### config.mk
export PLATFORM = sky130hd
export DESIGN_NAME = stc_transfer_control
export DESIGN_NICKNAME = d
export VERILOG_FILES = /design/src/shared/stc_pkg.sv /design/src/shared/stc_count_if.sv /design/src/stc_byte_counter.sv /design/src/stc_transfer_control.sv
export SDC_FILE = /design/constraint.sdc
export NUM_CORES = 1
export LEC_CHECK = 0
export ABC_AREA = 1
export BUFFER_PORTS_ARGS = -buffer_cell sky130_fd_sc_hd__buf_2
export CAP_MARGIN = 10
export CORE_UTILIZATION = 41
export DETAILED_ROUTE_END_ITERATION = 10
export GPL_ROUTABILITY_DRIVEN = 0
export PLACE_DENSITY = 0.74
export SYNTH_ARGS = -nofsm -noshare
export SYNTH_HDL_FRONTEND = slang
export SYNTH_HIERARCHICAL = 1
export SYNTH_SLANG_ARGS = --single-unit
### constraint.sdc
create_clock -name sys_clk -period 1.2 [get_ports sys_clk]
set_input_delay 0.18 -clock sys_clk [delete_from_list [all_inputs] [get_ports sys_clk]]
set_output_delay 0.18 -clock sys_clk [all_outputs]
set_load 0.01 [all_outputs]
### src/shared/stc_pkg.sv
// Constants for the SCSI transfer control block
package stc_pkg;
	// ==========================================================
	// Register map
	localparam logic [7:0] STC_TRANSFER_CONTROL_OFFSET = 8'h52;
	localparam logic [7:0] STC_TRANSFER_CONTROL_RESET = 8'h00;
	// ==========================================================
	// Field positions
	localparam int STC_DMA_START_BIT = 1;
	localparam int STC_PIO_START_BIT = 2;
	localparam int STC_DIRECTION_BIT = 3;
	localparam int STC_COUNT_LSB = 4;
	localparam int STC_COUNT_MSB = 7;
	localparam int STC_COUNT_WIDTH = 4;
	localparam logic [3:0] STC_COUNT_RESET = 4'h0;
	localparam logic [3:0] STC_COUNT_ONE = 4'h1;
	// ==========================================================
	// Programmed transfer sequencer states
	typedef enum logic [0:0] {
		STC_PIO_IDLE = 1'b0,
		STC_PIO_RUN = 1'b1
	} stc_pio_state_type;
endpackage

### src/shared/stc_count_if.sv
// Carrier between the control register and the byte down-counter
`timescale 1ns/1ps
`default_nettype none
interface stc_count_if;
	logic load;
	logic [3:0] load_value;
	logic clear;
	logic dec;
	logic [3:0] count;
	logic last;
	modport ctrl (output load, output load_value, output clear, output dec, input count,
		input last);
	modport counter (input load, input load_value, input clear, input dec, output count,
		output last);
endinterface
`default_nettype wire

### src/stc_byte_counter.sv
// Programmed byte down-counter with load, clear and decrement
`timescale 1ns/1ps
`default_nettype none
module stc_byte_counter (
	input wire logic sys_clk,
	input wire logic rst,
	stc_count_if.counter cnt
);
	logic [3:0] count_r;
	logic [3:0] count_nxt;

	// ==========================================================
	// Next count: clear beats load, load beats decrement
	always_comb begin
		count_nxt = count_r;
		if (cnt.clear) begin
			count_nxt = stc_pkg::STC_COUNT_RESET;
		end else if (cnt.load) begin
			count_nxt = cnt.load_value;
		end else if (cnt.dec && (count_r != stc_pkg::STC_COUNT_RESET)) begin
			count_nxt = count_r - stc_pkg::STC_COUNT_ONE;
		end
	end

	// Register only
	always_ff @(posedge sys_clk or posedge rst) begin
		if (rst) begin
			count_r <= stc_pkg::STC_COUNT_RESET;
		end else begin
			count_r <= count_nxt;
		end
	end

	// Plain unsigned binary, bit 3 of the count is the top bit
	assign cnt.count = count_r;
	assign cnt.last = (count_r == stc_pkg::STC_COUNT_ONE);
endmodule
`default_nettype wire

### src/stc_transfer_control.sv
// Transfer control register: launches and tracks DMA and programmed SCSI transfers
`timescale 1ns/1ps
`default_nettype none
// Function
// Chip, bus or software reset clears register
// DMA start bit launches DMA in set direction
// DMA start clears on done, mismatch, halt; halt only clears it in target mode
// Programmed start moves count bytes through FIFO
// Programmed start clears on done or mismatch
// Direction set sends, clear receives, both modes
// Count write loads, read returns running count
// Count is unsigned binary, zero to fifteen
// Software reset stops work, floats SCSI signals
// Firmware releases FIFO clear before FIFO use
// Each byte decrements count; zero means done
module stc_transfer_control (
	input wire logic sys_clk,
	input wire logic rst,
	input wire logic [7:0] reg_addr,
	input wire logic reg_write,
	input wire logic reg_read,
	input wire logic [7:0] reg_wdata,
	output logic [7:0] reg_rdata,
	input wire logic scsi_bus_reset,
	input wire logic host_buffer_reset,
	input wire logic initiator_mode,
	input wire logic phase_mismatch,
	input wire logic scsi_request,
	input wire logic dma_halt,
	input wire logic dma_done,
	input wire logic byte_done,
	output logic dma_active,
	output logic pio_active,
	output logic bus_transfer_direction,
	output logic scsi_drive_enable
);
	// ==========================================================
	// Register state
	logic dma_start_r;
	logic dma_start_nxt;
	logic pio_start_r;
	logic pio_start_nxt;
	logic direction_r;
	logic direction_nxt;
	logic [7:0] rdata_r;
	logic [7:0] rdata_nxt;
	logic drive_en_r;
	logic drive_en_nxt;
	stc_pkg::stc_pio_state_type pio_state_r;
	stc_pkg::stc_pio_state_type pio_state_nxt;

	// ==========================================================
	// Decode and shared terms
	logic hit;
	logic wr_hit;
	logic rd_hit;
	logic any_reset;
	logic mismatch_abort;
	logic pio_finish;
	logic [3:0] wr_count;

	stc_count_if cnt ();

	assign hit = (reg_addr == stc_pkg::STC_TRANSFER_CONTROL_OFFSET);
	assign wr_hit = reg_write && hit;
	assign rd_hit = reg_read && hit;
	assign wr_count = reg_wdata[stc_pkg::STC_COUNT_MSB:stc_pkg::STC_COUNT_LSB];

	// Bus reset and software reset act like a synchronous clear of the register
	assign any_reset = scsi_bus_reset || host_buffer_reset;

	// Initiator only: a phase change with REQ up aborts the transfer
	assign mismatch_abort = initiator_mode && phase_mismatch && scsi_request;

	// Done when the last byte goes, or when started with nothing to move
	assign pio_finish = (pio_state_r == stc_pkg::STC_PIO_RUN) &&
		((byte_done && cnt.last) || (cnt.count == stc_pkg::STC_COUNT_RESET));

	// ==========================================================
	// Counter control
	always_comb begin
		cnt.clear = any_reset;
		cnt.load = wr_hit && !any_reset;
		cnt.load_value = wr_count;
		// Bytes only count while a programmed transfer is running
		cnt.dec = byte_done && (pio_state_r == stc_pkg::STC_PIO_RUN) && !cnt.load;
	end

	stc_byte_counter u_counter (
		.sys_clk(sys_clk),
		.rst(rst),
		.cnt(cnt)
	);

	// ==========================================================
	// DMA start control: a write that sets the bit wins over a same-cycle done, mismatch or halt clear, but a reset wins over the write
	always_comb begin
		dma_start_nxt = dma_start_r;
		if (dma_start_r && (dma_done || mismatch_abort || (!initiator_mode && dma_halt))) begin
			dma_start_nxt = 1'b0;
		end
		if (wr_hit) begin
			dma_start_nxt = reg_wdata[stc_pkg::STC_DMA_START_BIT];
		end
		if (any_reset) begin
			dma_start_nxt = 1'b0;
		end
	end

	// ==========================================================
	// Direction control, shared by both transfer kinds
	always_comb begin
		direction_nxt = direction_r;
		if (wr_hit) begin
			direction_nxt = reg_wdata[stc_pkg::STC_DIRECTION_BIT];
		end
		if (any_reset) begin
			direction_nxt = 1'b0;
		end
	end

	// ==========================================================
	// Programmed transfer start bit and its sequencer
	always_comb begin
		pio_start_nxt = pio_start_r;
		pio_state_nxt = pio_state_r;
		case (pio_state_r)
			stc_pkg::STC_PIO_IDLE: begin
				if (pio_start_r) begin
					pio_state_nxt = stc_pkg::STC_PIO_RUN;
				end
			end
			stc_pkg::STC_PIO_RUN: begin
				if (pio_finish || mismatch_abort || !pio_start_r) begin
					pio_start_nxt = 1'b0;
					pio_state_nxt = stc_pkg::STC_PIO_IDLE;
				end
			end
			default: begin
				pio_start_nxt = 1'b0;
				pio_state_nxt = stc_pkg::STC_PIO_IDLE;
			end
		endcase
		// A new write restarts from the freshly loaded count
		if (wr_hit) begin
			pio_start_nxt = reg_wdata[stc_pkg::STC_PIO_START_BIT];
			pio_state_nxt = stc_pkg::STC_PIO_IDLE;
		end
		if (any_reset) begin
			pio_start_nxt = 1'b0;
			pio_state_nxt = stc_pkg::STC_PIO_IDLE;
		end
	end

	// ==========================================================
	// Read data: the count field shows the running count, not the written one
	always_comb begin
		rdata_nxt = rdata_r;
		if (rd_hit) begin
			rdata_nxt = stc_pkg::STC_TRANSFER_CONTROL_RESET;
			rdata_nxt[stc_pkg::STC_DMA_START_BIT] = dma_start_r;
			rdata_nxt[stc_pkg::STC_PIO_START_BIT] = pio_start_r;
			rdata_nxt[stc_pkg::STC_DIRECTION_BIT] = direction_r;
			rdata_nxt[stc_pkg::STC_COUNT_MSB:stc_pkg::STC_COUNT_LSB] = cnt.count;
		end else if (reg_read) begin
			rdata_nxt = 8'h00; // Other addresses belong to other blocks
		end
	end

	// ==========================================================
	// SCSI drivers float for as long as the software reset is held
	always_comb begin
		drive_en_nxt = !host_buffer_reset;
	end

	// ==========================================================
	// State registers
	always_ff @(posedge sys_clk or posedge rst) begin
		if (rst) begin
			dma_start_r <= 1'b0;
			pio_start_r <= 1'b0;
			direction_r <= 1'b0;
			pio_state_r <= stc_pkg::STC_PIO_IDLE;
			rdata_r <= stc_pkg::STC_TRANSFER_CONTROL_RESET;
			drive_en_r <= 1'b0; // Floated until reset is released
		end else begin
			dma_start_r <= dma_start_nxt;
			pio_start_r <= pio_start_nxt;
			direction_r <= direction_nxt;
			pio_state_r <= pio_state_nxt;
			rdata_r <= rdata_nxt;
			drive_en_r <= drive_en_nxt;
		end
	end

	// ==========================================================
	// Outputs straight from flip-flops
	assign reg_rdata = rdata_r;
	assign dma_active = dma_start_r;
	assign pio_active = pio_start_r;
	assign bus_transfer_direction = direction_r;
	assign scsi_drive_enable = drive_en_r;
endmodule
`default_nettype wire

Word-level counts from Yosys, hierarchy flattened

Cells that the tools add are included.

Bits in registers: 17
Word-level logic and storage cells: 62
Bits of input ports: 28
Output and inout port bits: 12

Reductions and logical operators: 32
Bitwise operators: 1
Add/subtract/negate cells: 1
Equality and inequality tests: 2
Muxes and demuxes: 19

Operator list:

| operator                                                              | number |
|---|---|
| 8-bit 2-to-1 mux                                                      | 2 |
| 1-bit 2-to-1 mux                                                      | 13 |
| 1-bit logical AND                                                     | 12 |
| 4-bit 2-to-1 mux                                                      | 3 |
| 3-bit nonzero test                                                    | 4 |
| 8-bit by 7-bit equality test with 1-bit output, second input constant | 1 |
| 1-bit logical OR                                                      | 6 |
| 1-bit zero test                                                       | 5 |
| 4-bit by 1-bit equality test with 1-bit output, second input constant | 1 |
| 4-bit zero test                                                       | 1 |
| 2-bit nonzero test                                                    | 2 |
| 4-bit nonzero test                                                    | 1 |
| 4-bit by 1-bit subtractor with 4-bit output, second input constant    | 1 |
| 1-bit one-hot mux with 2 select lines                                 | 1 |
| 2-bit AND reduction                                                   | 1 |
| 1-bit NOT                                                             | 1 |

Longest topological paths before layout

Gate-level depths: netlist (run 1).

Word-level depth: 10
Depth in mapped cells: 11
Gate-level depth less buffers: 11

By module

The synthesis (run 1) kept the hierarchy.

By module, submodules not included:

| module               | times used | seq. area each (um^2) | cells each | area each (um^2) |
|---|---|---|---|---|
| stc_transfer_control | 1          | 300.3                 | 75         | 580.6 |
| stc_byte_counter     | 1          | 100.1                 | 45         | 320.3 |

Least setup slack after synthesis (run 1)

Ideal clock, no wire load.

Path kind: input-to-reg
Start point: input host_buffer_reset
End point: register u_counter.count_r[2], in the netlist u_counter/cnt.count[2]
Stages: 9
Required time: 1135 ps
Data arrival time: 1134 ps
Library setup time: 65 ps
Slack: 1 ps
Path buffers: 0
Path through: nor2_1 -> inv_1 -> nor2_4 -> nor2_1 -> nand2_2 -> nand2_2 -> nor2_4 -> nand2_1 -> nand2_1

Cells in the longest elaborated chain, start to end: 7
Elaborated cells on any way between the ends: 9
Those cells by class: mux (2); reduce/logical (7)

Ends and longest elaborated chain:

| item                         | RTL line                   | text |
|---|---|---|
| start: declaration           | stc_transfer_control.sv:25 | `input wire logic host_buffer_reset,` |
| 1-bit logical OR             | stc_transfer_control.sv:70 | `assign any_reset = scsi_bus_reset \|\| host_buffer_reset;` |
| net any_reset                | stc_transfer_control.sv:57 | `logic any_reset;` |
| 1-bit zero test              | stc_transfer_control.sv:83 | `cnt.load = wr_hit && !any_reset;` |
| 1-bit logical AND            | stc_transfer_control.sv:83 |  |
| net cnt.load                 | stc_count_if.sv:5          | `logic load;` |
| 1-bit zero test              | stc_transfer_control.sv:86 | `cnt.dec = byte_done && (pio_state_r == stc_pkg::STC_PIO_RUN) && !cnt.load;` |
| 1-bit logical AND            | stc_transfer_control.sv:86 |  |
| net cnt.dec                  | stc_count_if.sv:8          | `logic dec;` |
| 1-bit logical AND            | stc_byte_counter.sv:20     | `end else if (cnt.dec && (count_r != stc_pkg::STC_COUNT_RESET)) begin` |
| 3-bit nonzero test (no line) | n/a                        |  |
| end signal: assignment       | stc_byte_counter.sv:28     | `count_r <= stc_pkg::STC_COUNT_RESET;` |
| end signal: assignment       | stc_byte_counter.sv:30     | `count_r <= count_nxt;` |
| end: declaration             | stc_byte_counter.sv:9      | `logic [3:0] count_r;` |

The timed path passes the listed nets, and every way through them passes these cells.
A chain may end at the register's enable or synchronous reset.

Final worst setup path (run 1)

Start point: register u_counter.count_r[1], in the netlist u_counter/cnt.count[1]
End point: register u_counter.count_r[1], in the netlist u_counter/cnt.count[1]

Cells in the longest elaborated chain, start to end: 4
Elaborated cells on any way between the ends: 7
Those cells by class: add/sub (1); mux (3); reduce/logical (3)

Ends and longest elaborated chain:

| item                                        | RTL line               | text |
|---|---|---|
| 4-bit by 1-bit subtractor with 4-bit output | stc_byte_counter.sv:21 | `count_nxt = count_r - stc_pkg::STC_COUNT_ONE;` |
| 4-bit 2-to-1 mux                            | stc_byte_counter.sv:20 |  |
| 4-bit 2-to-1 mux                            | stc_byte_counter.sv:18 | `end else if (cnt.load) begin` |
| 4-bit 2-to-1 mux                            | stc_byte_counter.sv:16 | `if (cnt.clear) begin` |

Parallel ways exist; a longest one is shown, timed or not. The select of a mux whose other input is x is not followed.

==> flow_metrics.env, run 1 <==
export IMPL_outcome="finished with violations"
export IMPL_violations="negative setup slack"
export IMPL_finalCriticalPeriod_ns=1.21
export IMPL_syn_inst=120
export IMPL_setup_violations=2
export IMPL_final_layout_size_suffix_gt1_frac=0.416
export IMPL_grt_busiest_layer="met2"
export IMPL_die_area_um2=2390
export IMPL_report_final_slew_viol_count=0
export IMPL_antenna_cells=0
export IMPL_grt_remaining_overflow=0
export IMPL_final_cell_mix="nand2_1, buf_2, inv_1"
export IMPL_cp_start_kind="flop"
export IMPL_whs_ns=0.0376
export IMPL_initial_utilization=0.446
export IMPL_worst_ep_arrival_time_ns=1.43
export IMPL_reg2reg_from="u_counter/cnt.count[1]$_DFFE_PP0P_"
export IMPL_irDropWorstVdd_mv=0.531
export IMPL_portBuffers=37
export IMPL_synth_distinct_cells=20
export IMPL_rows=16
export IMPL_firstDrtPassIters=4
export IMPL_rr_worst_depth=8
export IMPL_timing_fmax_mhz=830
export IMPL_hp_class="input pin to flop"
export IMPL_vias=888
export IMPL_finalInstanceArea_um2=1290
export IMPL_coreArea_um2=2020
export IMPL_yosysWarningCount=6
export IMPL_syn_cell_area_um2=901
export IMPL_drtIter0Drc=16
export IMPL_path_cells="inv_2 > buf_6 > ha_4 > nand2_2 > nand2_4 > a21oi_4 > nand2_1 > nand2_1"
export IMPL_die_y_um=48.9
export IMPL_final_hold_viol_count=0
export IMPL_grt_pass1_wl_mm=3.45
export IMPL_max_stage_delay_ns=0.37
export IMPL_cp_max_fo=4
export IMPL_syn_nets=151
export IMPL_grt_use_met3=0.0125
export IMPL_wl_mm=2.04
export IMPL_fin_crit_sh=1.00
export IMPL_antenna_found_initial=0
export IMPL_grt_util_met2=0.359
export IMPL_whs_path_depth=2
export IMPL_hp_start="host_buffer_reset"
export IMPL_grt_pass1_vias=880
export IMPL_grt_max_degree=13
export IMPL_clock_root_buffer="clkbuf_4"
export IMPL_syn_avg_cell_area_um2=7.51
export IMPL_cpMaxStageDelayCell="dfrtp_1"
export IMPL_power_density_nw_per_um2=762
export IMPL_area_growth_synth_to_final_pct=43.6
export IMPL_ys_ff_latch=16
export IMPL_dp_hpwl_mm=1.60
export IMPL_path_clk_slew_ns=0.09
export IMPL_cts_made_buffers=3
export IMPL_ff2ff_setup_slack_ns=-0.005
export IMPL_crit_path_end_kind="flop"
export IMPL_path_class="flop to flop"
export IMPL_dieWidth_um=48.9
export IMPL_use_met1=0.207
export IMPL_htree_levels=1
export IMPL_cts_tree="yes"
export IMPL_cts_path_max_buffers=2
export IMPL_vias_per_cell=4.44
export IMPL_cts_sinks=16
export IMPL_drv_cap=0
export IMPL_clkLatencyLatePin_ns=0.28
export IMPL_grt_total_usage=0.193
export IMPL_rsz0062_at_grt="yes"
export IMPL_ys_seq_area_frac=0.444
export IMPL_final_common_cell="nand2_1"
export IMPL_wl_per_cell_um=10.2
export IMPL_fin_util=0.640
export IMPL_power_uw=986
export IMPL_crit_path_frequent_cell="nand2_1"
export IMPL_worstPathRequired_ns=1.42
export IMPL_drc=0
export IMPL_nets=205
export IMPL_worstHoldEndpoint="scsi_drive_enable$_DFF_PP0_"
export IMPL_io_pins=40
export IMPL_r2r_end="u_counter/cnt.count[1]$_DFFE_PP0P_"
export IMPL_post_dp_cell_area_um2=1190
export IMPL_p_leak_uw=0.000717
export IMPL_skew_ns=0.00383
export IMPL_antenna_left=0
export IMPL_pre_cts_ws_ns=-0.121
export IMPL_layout_setup_ws_ns=-0.00527
[metrics by stage]
step | TNS, ns | std cells
after floorplan | 0 | 120
after CTS | -0.153 | 200
final | -0.00746 | 200
after global routing | -0.427 | 200
after global placement | -0.327 | 194
after detailed placement | -0.558 | 194
[Yosys cell counts]
master / number / area, µm²
nand2_2: 2 / 12.5
ha_1: 3 / 37.5
o211ai_1: 1 / 7.51
inv_1: 22 / 82.6
nor2_2: 2 / 12.5
inv_2: 1 / 3.75
buf_4: 1 / 7.51
nand4_1: 1 / 6.26
o21ai_1: 1 / 5.00
dfrtp_1: 16 / 400
nand2_1: 40 / 150
conb_1: 1 / 3.75
nand3_2: 1 / 10.0
nand3_1: 5 / 25.0
nor2_4: 2 / 22.5
xnor2_1: 1 / 8.76
nor2_1: 7 / 26.3
nor3b_1: 1 / 7.51
o21ai_0: 11 / 55.1
a21oi_4: 1 / 16.3
[worst max path at each step]
stage	start	cells after the start	endpoint
2_1_floorplan	host_buffer_reset	9	u_counter/cnt.count[2]$_DFFE_PP0P_
3_3_place_gp	reg_addr[3]	12	u_counter/cnt.count[2]$_DFFE_PP0P_
3_5_place_dp	reg_addr[5]	12	u_counter/cnt.count[1]$_DFFE_PP0P_
4_1_cts	u_counter/cnt.count[1]$_DFFE_PP0P_	8	u_counter/cnt.count[1]$_DFFE_PP0P_
5_1_grt	u_counter/cnt.count[0]$_DFFE_PP0P_	8	pio_active$_DFFE_PP0P_
6_report	u_counter/cnt.count[1]$_DFFE_PP0P_	8	u_counter/cnt.count[1]$_DFFE_PP0P_
[sequential cells by signal, summed over array words and instances, names as in the netlist]
name	count
bus_transfer_direction	1
dma_active	1
pio_active	1
pio_state_r	1
reg_rdata	7
scsi_drive_enable	1
u_counter/cnt.count	4
[area by class of cell]
type,instances,area (µm²)
sequential,16,403
tap,27,33.8
inverter,23,86.3
multi-input combinational,80,442
timing repair buffer,50,293
clock buffer,4,36.3
fill,197,728
[power breakdown]
group | leakage (µW) | switching (µW) | internal, µW
clock | 0.0000210 | 167 | 185
sequential | 0.000218 | 0.349 | 540
combinational | 0.000478 | 46.8 | 46.5
[metal layers]
metal / up-vias / wire (µm)
met5: - / 0
met4: 0 / 62
met3: 6 / 71
met2: 25 / 1050
met1: 386 / 848
li1: 471 / -
[cells by family (layout without fill, tap and decap cells)]
| kind of cell | after synthesis | after routing | synth area share |
|---|---|---|---|
| flops | 16 | 16 | 0.444 |
| buf+inv | 24 | 77 | 0.104 |
| fa+ha+maj | 3 | 3 | 0.0417 |
| compound gates | 14 | 14 | 0.0931 |
| other cells | 1 | 1 | 0.00416 |
| simple gates | 61 | 61 | 0.303 |
| xor+xnor | 1 | 1 | 0.00972 |
[timing repair]
action	CTS	global route
endpoints found under the hold margin	16	0
pin swaps	8	4
setup endpoints to repair	6	6
resized for setup	9	7
buffers inserted	1	0
hold buffers	1	0
[worst max-delay path: cells and delay by family, from the launching register on]
family / cells / cell delay (ns)
AOI/OAI and AO/OA: 1 / 0.17
buffers and inverters: 2 / 0.17
DFF: 1 / 0.37
and+or+nand+nor: 4 / 0.28
adders and majority gates: 1 / 0.14
(Power assumes the default switching activity.)
==> run 2, diff against run 1 <==
--- a/config.mk
+++ b/config.mk
@@ -12,6 +12,7 @@
 export DETAILED_ROUTE_END_ITERATION = 10
 export GPL_ROUTABILITY_DRIVEN = 0
 export PLACE_DENSITY = 0.74
+export SKIP_LAST_GASP = 1
 export SYNTH_ARGS = -nofsm -noshare
 export SYNTH_HDL_FRONTEND = slang
 export SYNTH_HIERARCHICAL = 1
==> flow_metrics.env, run 2 (synthesis results as in run 1) <==
export IMPL_initial_utilization=0.446
export IMPL_rsz0062_at_grt="yes"
export IMPL_dieWidth_um=48.9
export IMPL_path_class="flop to flop"
export IMPL_die_y_um=48.9
export IMPL_crit_path_frequent_cell="nand2_1"
export IMPL_vias_per_cell=4.44
export IMPL_grt_pass1_wl_mm=3.45
export IMPL_violations="negative setup slack"
export IMPL_antenna_found_initial=0
export IMPL_crit_path_end_kind="flop"
export IMPL_htree_levels=1
export IMPL_ff2ff_setup_slack_ns=-0.005
export IMPL_finalCriticalPeriod_ns=1.21
export IMPL_largest_reg_flops=7
export IMPL_cts_path_max_buffers=2
export IMPL_path_cells="inv_2 > buf_6 > ha_4 > nand2_2 > nand2_4 > a21oi_4 > nand2_1 > nand2_1"
export IMPL_final_hold_viol_count=0
export IMPL_irDropWorstVdd_mv=0.531
export IMPL_cp_max_fo=4
export IMPL_antenna_left=0
export IMPL_portBuffers=37
export IMPL_layout_setup_ws_ns=-0.00527
export IMPL_timing_fmax_mhz=830
export IMPL_critPathBufInv=2
export IMPL_cpMaxStageDelayCell="dfrtp_1"
export IMPL_max_stage_delay_ns=0.37
export IMPL_hp_class="input pin to flop"
export IMPL_coreArea_um2=2020
export IMPL_cts_made_buffers=3
export IMPL_final_common_cell="nand2_1"
export IMPL_grt_remaining_overflow=0
export IMPL_fin_util=0.640
export IMPL_drv_cap=0
export IMPL_area_growth_synth_to_final_pct=43.6
export IMPL_whs_ns=0.0376
export IMPL_grt_max_degree=13
export IMPL_post_dp_cell_area_um2=1190
export IMPL_clock_root_buffer="clkbuf_4"
export IMPL_firstDrtPassIters=4
export IMPL_cpLargestDelayFamily="flip-flops"
export IMPL_final_layout_size_suffix_gt1_frac=0.416
export IMPL_p_leak_uw=0.000717
export IMPL_drc=0
export IMPL_setup_violations=2
export IMPL_power_uw=986
export IMPL_path_clk_slew_ns=0.09
export IMPL_vias=888
export IMPL_worst_ep_arrival_time_ns=1.43
export IMPL_finalSetupTns_ns=-0.00746
export IMPL_nets=205
export IMPL_cp_start_kind="flop"
export IMPL_antenna_cells=0
export IMPL_wl_mm=2.04
export IMPL_power_density_nw_per_um2=762
export IMPL_rows=16
export IMPL_skew_ns=0.00383
export IMPL_grt_pass1_vias=880
export IMPL_grt_total_usage=0.193
export IMPL_cts_tree="yes"
export IMPL_outcome="finished with violations"
export IMPL_wl_per_cell_um=10.2
export IMPL_clkLatencyLatePin_ns=0.28
export IMPL_dp_hpwl_mm=1.60
export IMPL_drtIter0Drc=16
export IMPL_final_cell_mix="nand2_1, buf_2, inv_1"
export IMPL_worstPathRequired_ns=1.42
export IMPL_io_pins=40
export IMPL_fin_crit_sh=1.00
export IMPL_report_final_slew_viol_count=0
export IMPL_cts_sinks=16
export IMPL_die_area_um2=2390
export IMPL_finalInstanceArea_um2=1290
run 2: what timing repair did:
item	4_1_cts	5_1_grt
endpoints found under the setup margin	6	6
gates resized for setup	9	7
pin swaps	8	4
hold buffers	1	0
endpoints found under the hold margin	16	0
buffers inserted	1	0
run 2: per-layer routing:
layer	global-route usage	vias up	part of all wire
met4	0.127	0	0.030
met5	0	-	0
li1	-	471	-
met3	0.0125	6	0.035
met1	0.207	386	0.42
met2	0.359	25	0.52
run 2: area by class of cell:
cell class | count | area, µm²
fillers | 197 | 728
multi-input cells | 80 | 442
flip-flops and latches | 16 | 403
repair buffers | 50 | 293
inverters | 23 | 86.3
clock buffers | 4 | 36.3
well taps | 27 | 33.8
run 2: worst paths after layout:
check                                              startpoint                                 end  depth (start not counted)
max in group asynchronous                                 rst              dma_active$_DFFE_PP0P_                          3
setup reg to reg           u_counter/cnt.count[1]$_DFFE_PP0P_  u_counter/cnt.count[1]$_DFFE_PP0P_                          8
hold reg to reg                      reg_rdata[4]$_DFFE_PP0P_            reg_rdata[4]$_DFFE_PP0P_                          2
setup / recovery           u_counter/cnt.count[1]$_DFFE_PP0P_  u_counter/cnt.count[1]$_DFFE_PP0P_                          8
hold / removal                              host_buffer_reset         scsi_drive_enable$_DFF_PP0_                          2
min in group asynchronous                                 rst  u_counter/cnt.count[3]$_DFFE_PP0P_                          3
run 2: stage by stage:
step	std cells	worst slack [ns]
3_3_place_gp	194	-0.0722
4_1_cts	200	-0.0393
6_report	200	-0.00527
5_1_grt	200	-0.102
3_5_place_dp	194	-0.121
2_1_floorplan	120	0.00133
run 2: power breakdown:
part           switching (µW)  total [µW]  leakage, µW  internal [µW]
registers               0.349         541     0.000218            540
clock network             167         352    0.0000210            185
logic                    46.8        93.3     0.000478           46.5
==> run 3, diff against run 2 <==
--- a/config.mk
+++ b/config.mk
@@ -5,9 +5,9 @@
 export SDC_FILE = /design/constraint.sdc
 export NUM_CORES = 1
 export LEC_CHECK = 0
-export ABC_AREA = 1
 export BUFFER_PORTS_ARGS = -buffer_cell sky130_fd_sc_hd__buf_2
 export CAP_MARGIN = 10
+export CORE_MARGIN = 2
 export CORE_UTILIZATION = 41
 export DETAILED_ROUTE_END_ITERATION = 10
 export GPL_ROUTABILITY_DRIVEN = 0
==> flow_metrics.env, run 3 <==
export IMPL_grt_pass1_vias=860
export IMPL_synth_top_area_frac=0.446
export IMPL_ys_ff_latch=16
export IMPL_die_area_um2=2580
export IMPL_io_pins=40
export IMPL_vias_per_cell=5.17
export IMPL_worstPathRequired_ns=1.40
export IMPL_synth_main_ff_cell="dfrtp_1"
export IMPL_htree_levels=1
export IMPL_p_comb_frac=0.093
export IMPL_drv_cap=0
export IMPL_reg2reg_from="u_counter/cnt.count[1]$_DFFE_PP0P_"
export IMPL_max_stage_delay_ns=0.43
export IMPL_ff2ff_setup_slack_ns=-0.38
export IMPL_yosysMostFrequentCell="dfrtp_1"
export IMPL_multi_input_area_um2=490
export IMPL_ys_seq_area_frac=0.446
export IMPL_cpLargestDelayFamily="compound AO/OA/AOI/OAI gates"
export IMPL_worstHoldEndpoint="scsi_drive_enable$_DFF_PP0_"
export IMPL_pre_cts_ws_ns=-0.487
export IMPL_grt_pass1_wl_mm=3.86
export IMPL_area_growth_synth_to_final_pct=46.2
export IMPL_path_depth=5
export IMPL_largest_reg_flops=7
export IMPL_final_common_cell="buf_2"
export IMPL_synth_area_top_cells="dfrtp_1, a22o_2, ha_1"
export IMPL_drc=0
export IMPL_cpMaxStageDelayCell="or3b_4"
export IMPL_setup_violations=6
export IMPL_die_y_um=50.8
export IMPL_irDropWorstVdd_mv=0.757
export IMPL_fin_cells=162
export IMPL_synth_edf_count=0
export IMPL_path_cells="inv_2 > ha_4 > or3b_4 > a21o_1 > a311oi_2"
export IMPL_clkPwrFrac=0.361
export IMPL_antenna_left=0
export IMPL_grt_use_met3=0.0556
export IMPL_wl_per_cell_um=13.5
export IMPL_vias=837
export IMPL_synth_common_cells="dfrtp_1, inv_1, nor2_1, a22o_2"
export IMPL_register_area_um2=400
export IMPL_rr_worst_depth=5
export IMPL_use_met1=0.234
export IMPL_path_class="flop to flop"
export IMPL_outcome="finished with violations"
export IMPL_cts_path_max_buffers=2
export IMPL_final_hold_viol_count=0
export IMPL_cts_made_buffers=3
export IMPL_syn_cell_area_um2=898
export IMPL_antenna_found_initial=0
export IMPL_whs_ns=0.0254
export IMPL_p_switching_uw=219
export IMPL_fillCellCount=174
export IMPL_crit_path_end_kind="flop"
export IMPL_antenna_cells=0
export IMPL_grt_total_usage=0.202
export IMPL_dp_hpwl_mm=1.68
export IMPL_worst_ep_arrival_time_ns=1.78
export IMPL_synth_distinct_cells=37
export IMPL_skew_ns=0.00408
export IMPL_syn_avg_cell_area_um2=11.1
export IMPL_layout_setup_ws_ns=-0.378
export IMPL_clock_root_buffer="clkbuf_4"
export IMPL_grt_max_degree=13
export IMPL_yosysWarningCount=6
export IMPL_firstDrtPassIters=4
export IMPL_finalInstanceArea_um2=1310
export IMPL_hp_start="host_buffer_reset"
export IMPL_nets=167
export IMPL_grt_remaining_overflow=0
export IMPL_power_internal_uw=771
export IMPL_post_dp_cell_area_um2=1200
export IMPL_syn_inst=81
export IMPL_synth_top_area_cell="dfrtp_1"
export IMPL_fin_crit_sh=1.32
export IMPL_grt_busiest_layer="met2"
export IMPL_violations="negative setup slack"
export IMPL_path_clk_slew_ns=0.09
export IMPL_hp_class="input pin to flop"
export IMPL_timing_fmax_mhz=634
export IMPL_wl_mm=2.19
export IMPL_grt_util_met2=0.346
export IMPL_dieWidth_um=50.8
export IMPL_placed_cells=153
export IMPL_syn_nets=112
export IMPL_p_sw_frac=0.221
export IMPL_drtIter0Drc=6
export IMPL_async_flop_share=1.00
export IMPL_whs_path_depth=2
export IMPL_clkLatencyLatePin_ns=0.29
export IMPL_cp_max_fo=6
export IMPL_power_density_nw_per_um2=754
export IMPL_finalCriticalPeriod_ns=1.58
export IMPL_fin_util=0.650
export IMPL_r2r_end="u_counter/cnt.count[0]$_DFFE_PP0P_"
export IMPL_critPathBufInv=1
export IMPL_p_leak_uw=0.000670
export IMPL_p_seq_frac=0.546
export IMPL_final_cell_mix="buf_2, dfrtp_1, buf_4"
export IMPL_coreArea_um2=2020
export IMPL_cts_sinks=16
export IMPL_initial_utilization=0.444
export IMPL_final_layout_size_suffix_gt1_frac=0.615
export IMPL_rows=16
export IMPL_cp_start_kind="flop"
export IMPL_portBuffers=37
export IMPL_rsz0062_at_grt="yes"
export IMPL_cts_tree="yes"
export IMPL_report_final_slew_viol_count=0
-- run 3: cell types whose count changed after synthesis, moves of 3 or more --
cell | before | now
nand2_1 | 40 | 2
o21ai_0 | 11 | 0
inv_1 | 22 | 9
a22o_2 | 0 | 6
nand3_1 | 5 | 2
-- run 3: logic make-up (layout without fill, tap and decap cells) --
kind of cell	after synthesis	after routing	synth area share
buffers and inverters	13	67	0.0752
AO/OA/AOI/OAI	19	19	0.212
other	1	1	0.00417
AND/OR/NAND/NOR	27	27	0.199
multiplexers	2	2	0.0223
flip-flops	16	16	0.446
adder cells (fa/ha/maj)	3	3	0.0418
-- run 3: per-stage QoR --
stage / total power (µW) / setup TNS, ns
floorplan: 588 / -1.83
global placement: 638 / -2.18
detailed placement: 641 / -2.42
CTS: 1000 / -1.88
global route: 1050 / -2.48
finish: 990 / -2.05
-- run 3: worst max-delay path by stage --
stage | to | slack (ns) | startpoint
after detailed placement | u_counter/cnt.count[3]$_DFFE_PP0P_ | -0.49 | u_counter/cnt.count[1]$_DFFE_PP0P_
final | u_counter/cnt.count[0]$_DFFE_PP0P_ | -0.38 | u_counter/cnt.count[1]$_DFFE_PP0P_
after CTS | u_counter/cnt.count[0]$_DFFE_PP0P_ | -0.37 | u_counter/cnt.count[1]$_DFFE_PP0P_
after global placement | u_counter/cnt.count[3]$_DFFE_PP0P_ | -0.46 | u_counter/cnt.count[1]$_DFFE_PP0P_
after global routing | pio_active$_DFFE_PP0P_ | -0.44 | u_counter/cnt.count[1]$_DFFE_PP0P_
after floorplan | u_counter/cnt.count[3]$_DFFE_PP0P_ | -0.44 | u_counter/cnt.count[1]$_DFFE_PP0P_
-- run 3: routing by layer --
layer | wire, µm | vias up
li1 | - | 405
met1 | 874 | 402
met2 | 1170 | 25
met3 | 111 | 5
met4 | 35 | 0
met5 | 0 | -
-- run 3: timing repair --
action,4_1_cts,5_1_grt
hold buffers,1,0
endpoints found under the hold margin,16,0
setup buffers,4,0
pin swaps,10,3
setup endpoints to repair,6,6
resized for setup,6,3
-- run 3: layout make-up --
class	count	share of cell area
Multi-Input combinational cell	52	0.373
Sequential cell	16	0.305
Timing Repair Buffer	54	0.243
Clock buffer	4	0.0276
Inverter	9	0.0257
Tap cell	27	0.0257
-- run 3: power groups by stage --
| stage | clock [µW] | combinational (µW) | sequential (µW) |
|---|---|---|---|
| 5_1_grt | 402 | 102 | 542 |
| 3_3_place_gp | 0 | 86.1 | 552 |
| 2_1_floorplan | 0 | 35.0 | 553 |
| 3_5_place_dp | 0 | 89.2 | 552 |
| 4_1_cts | 368 | 92.6 | 541 |
| 6_report | 358 | 91.8 | 541 |
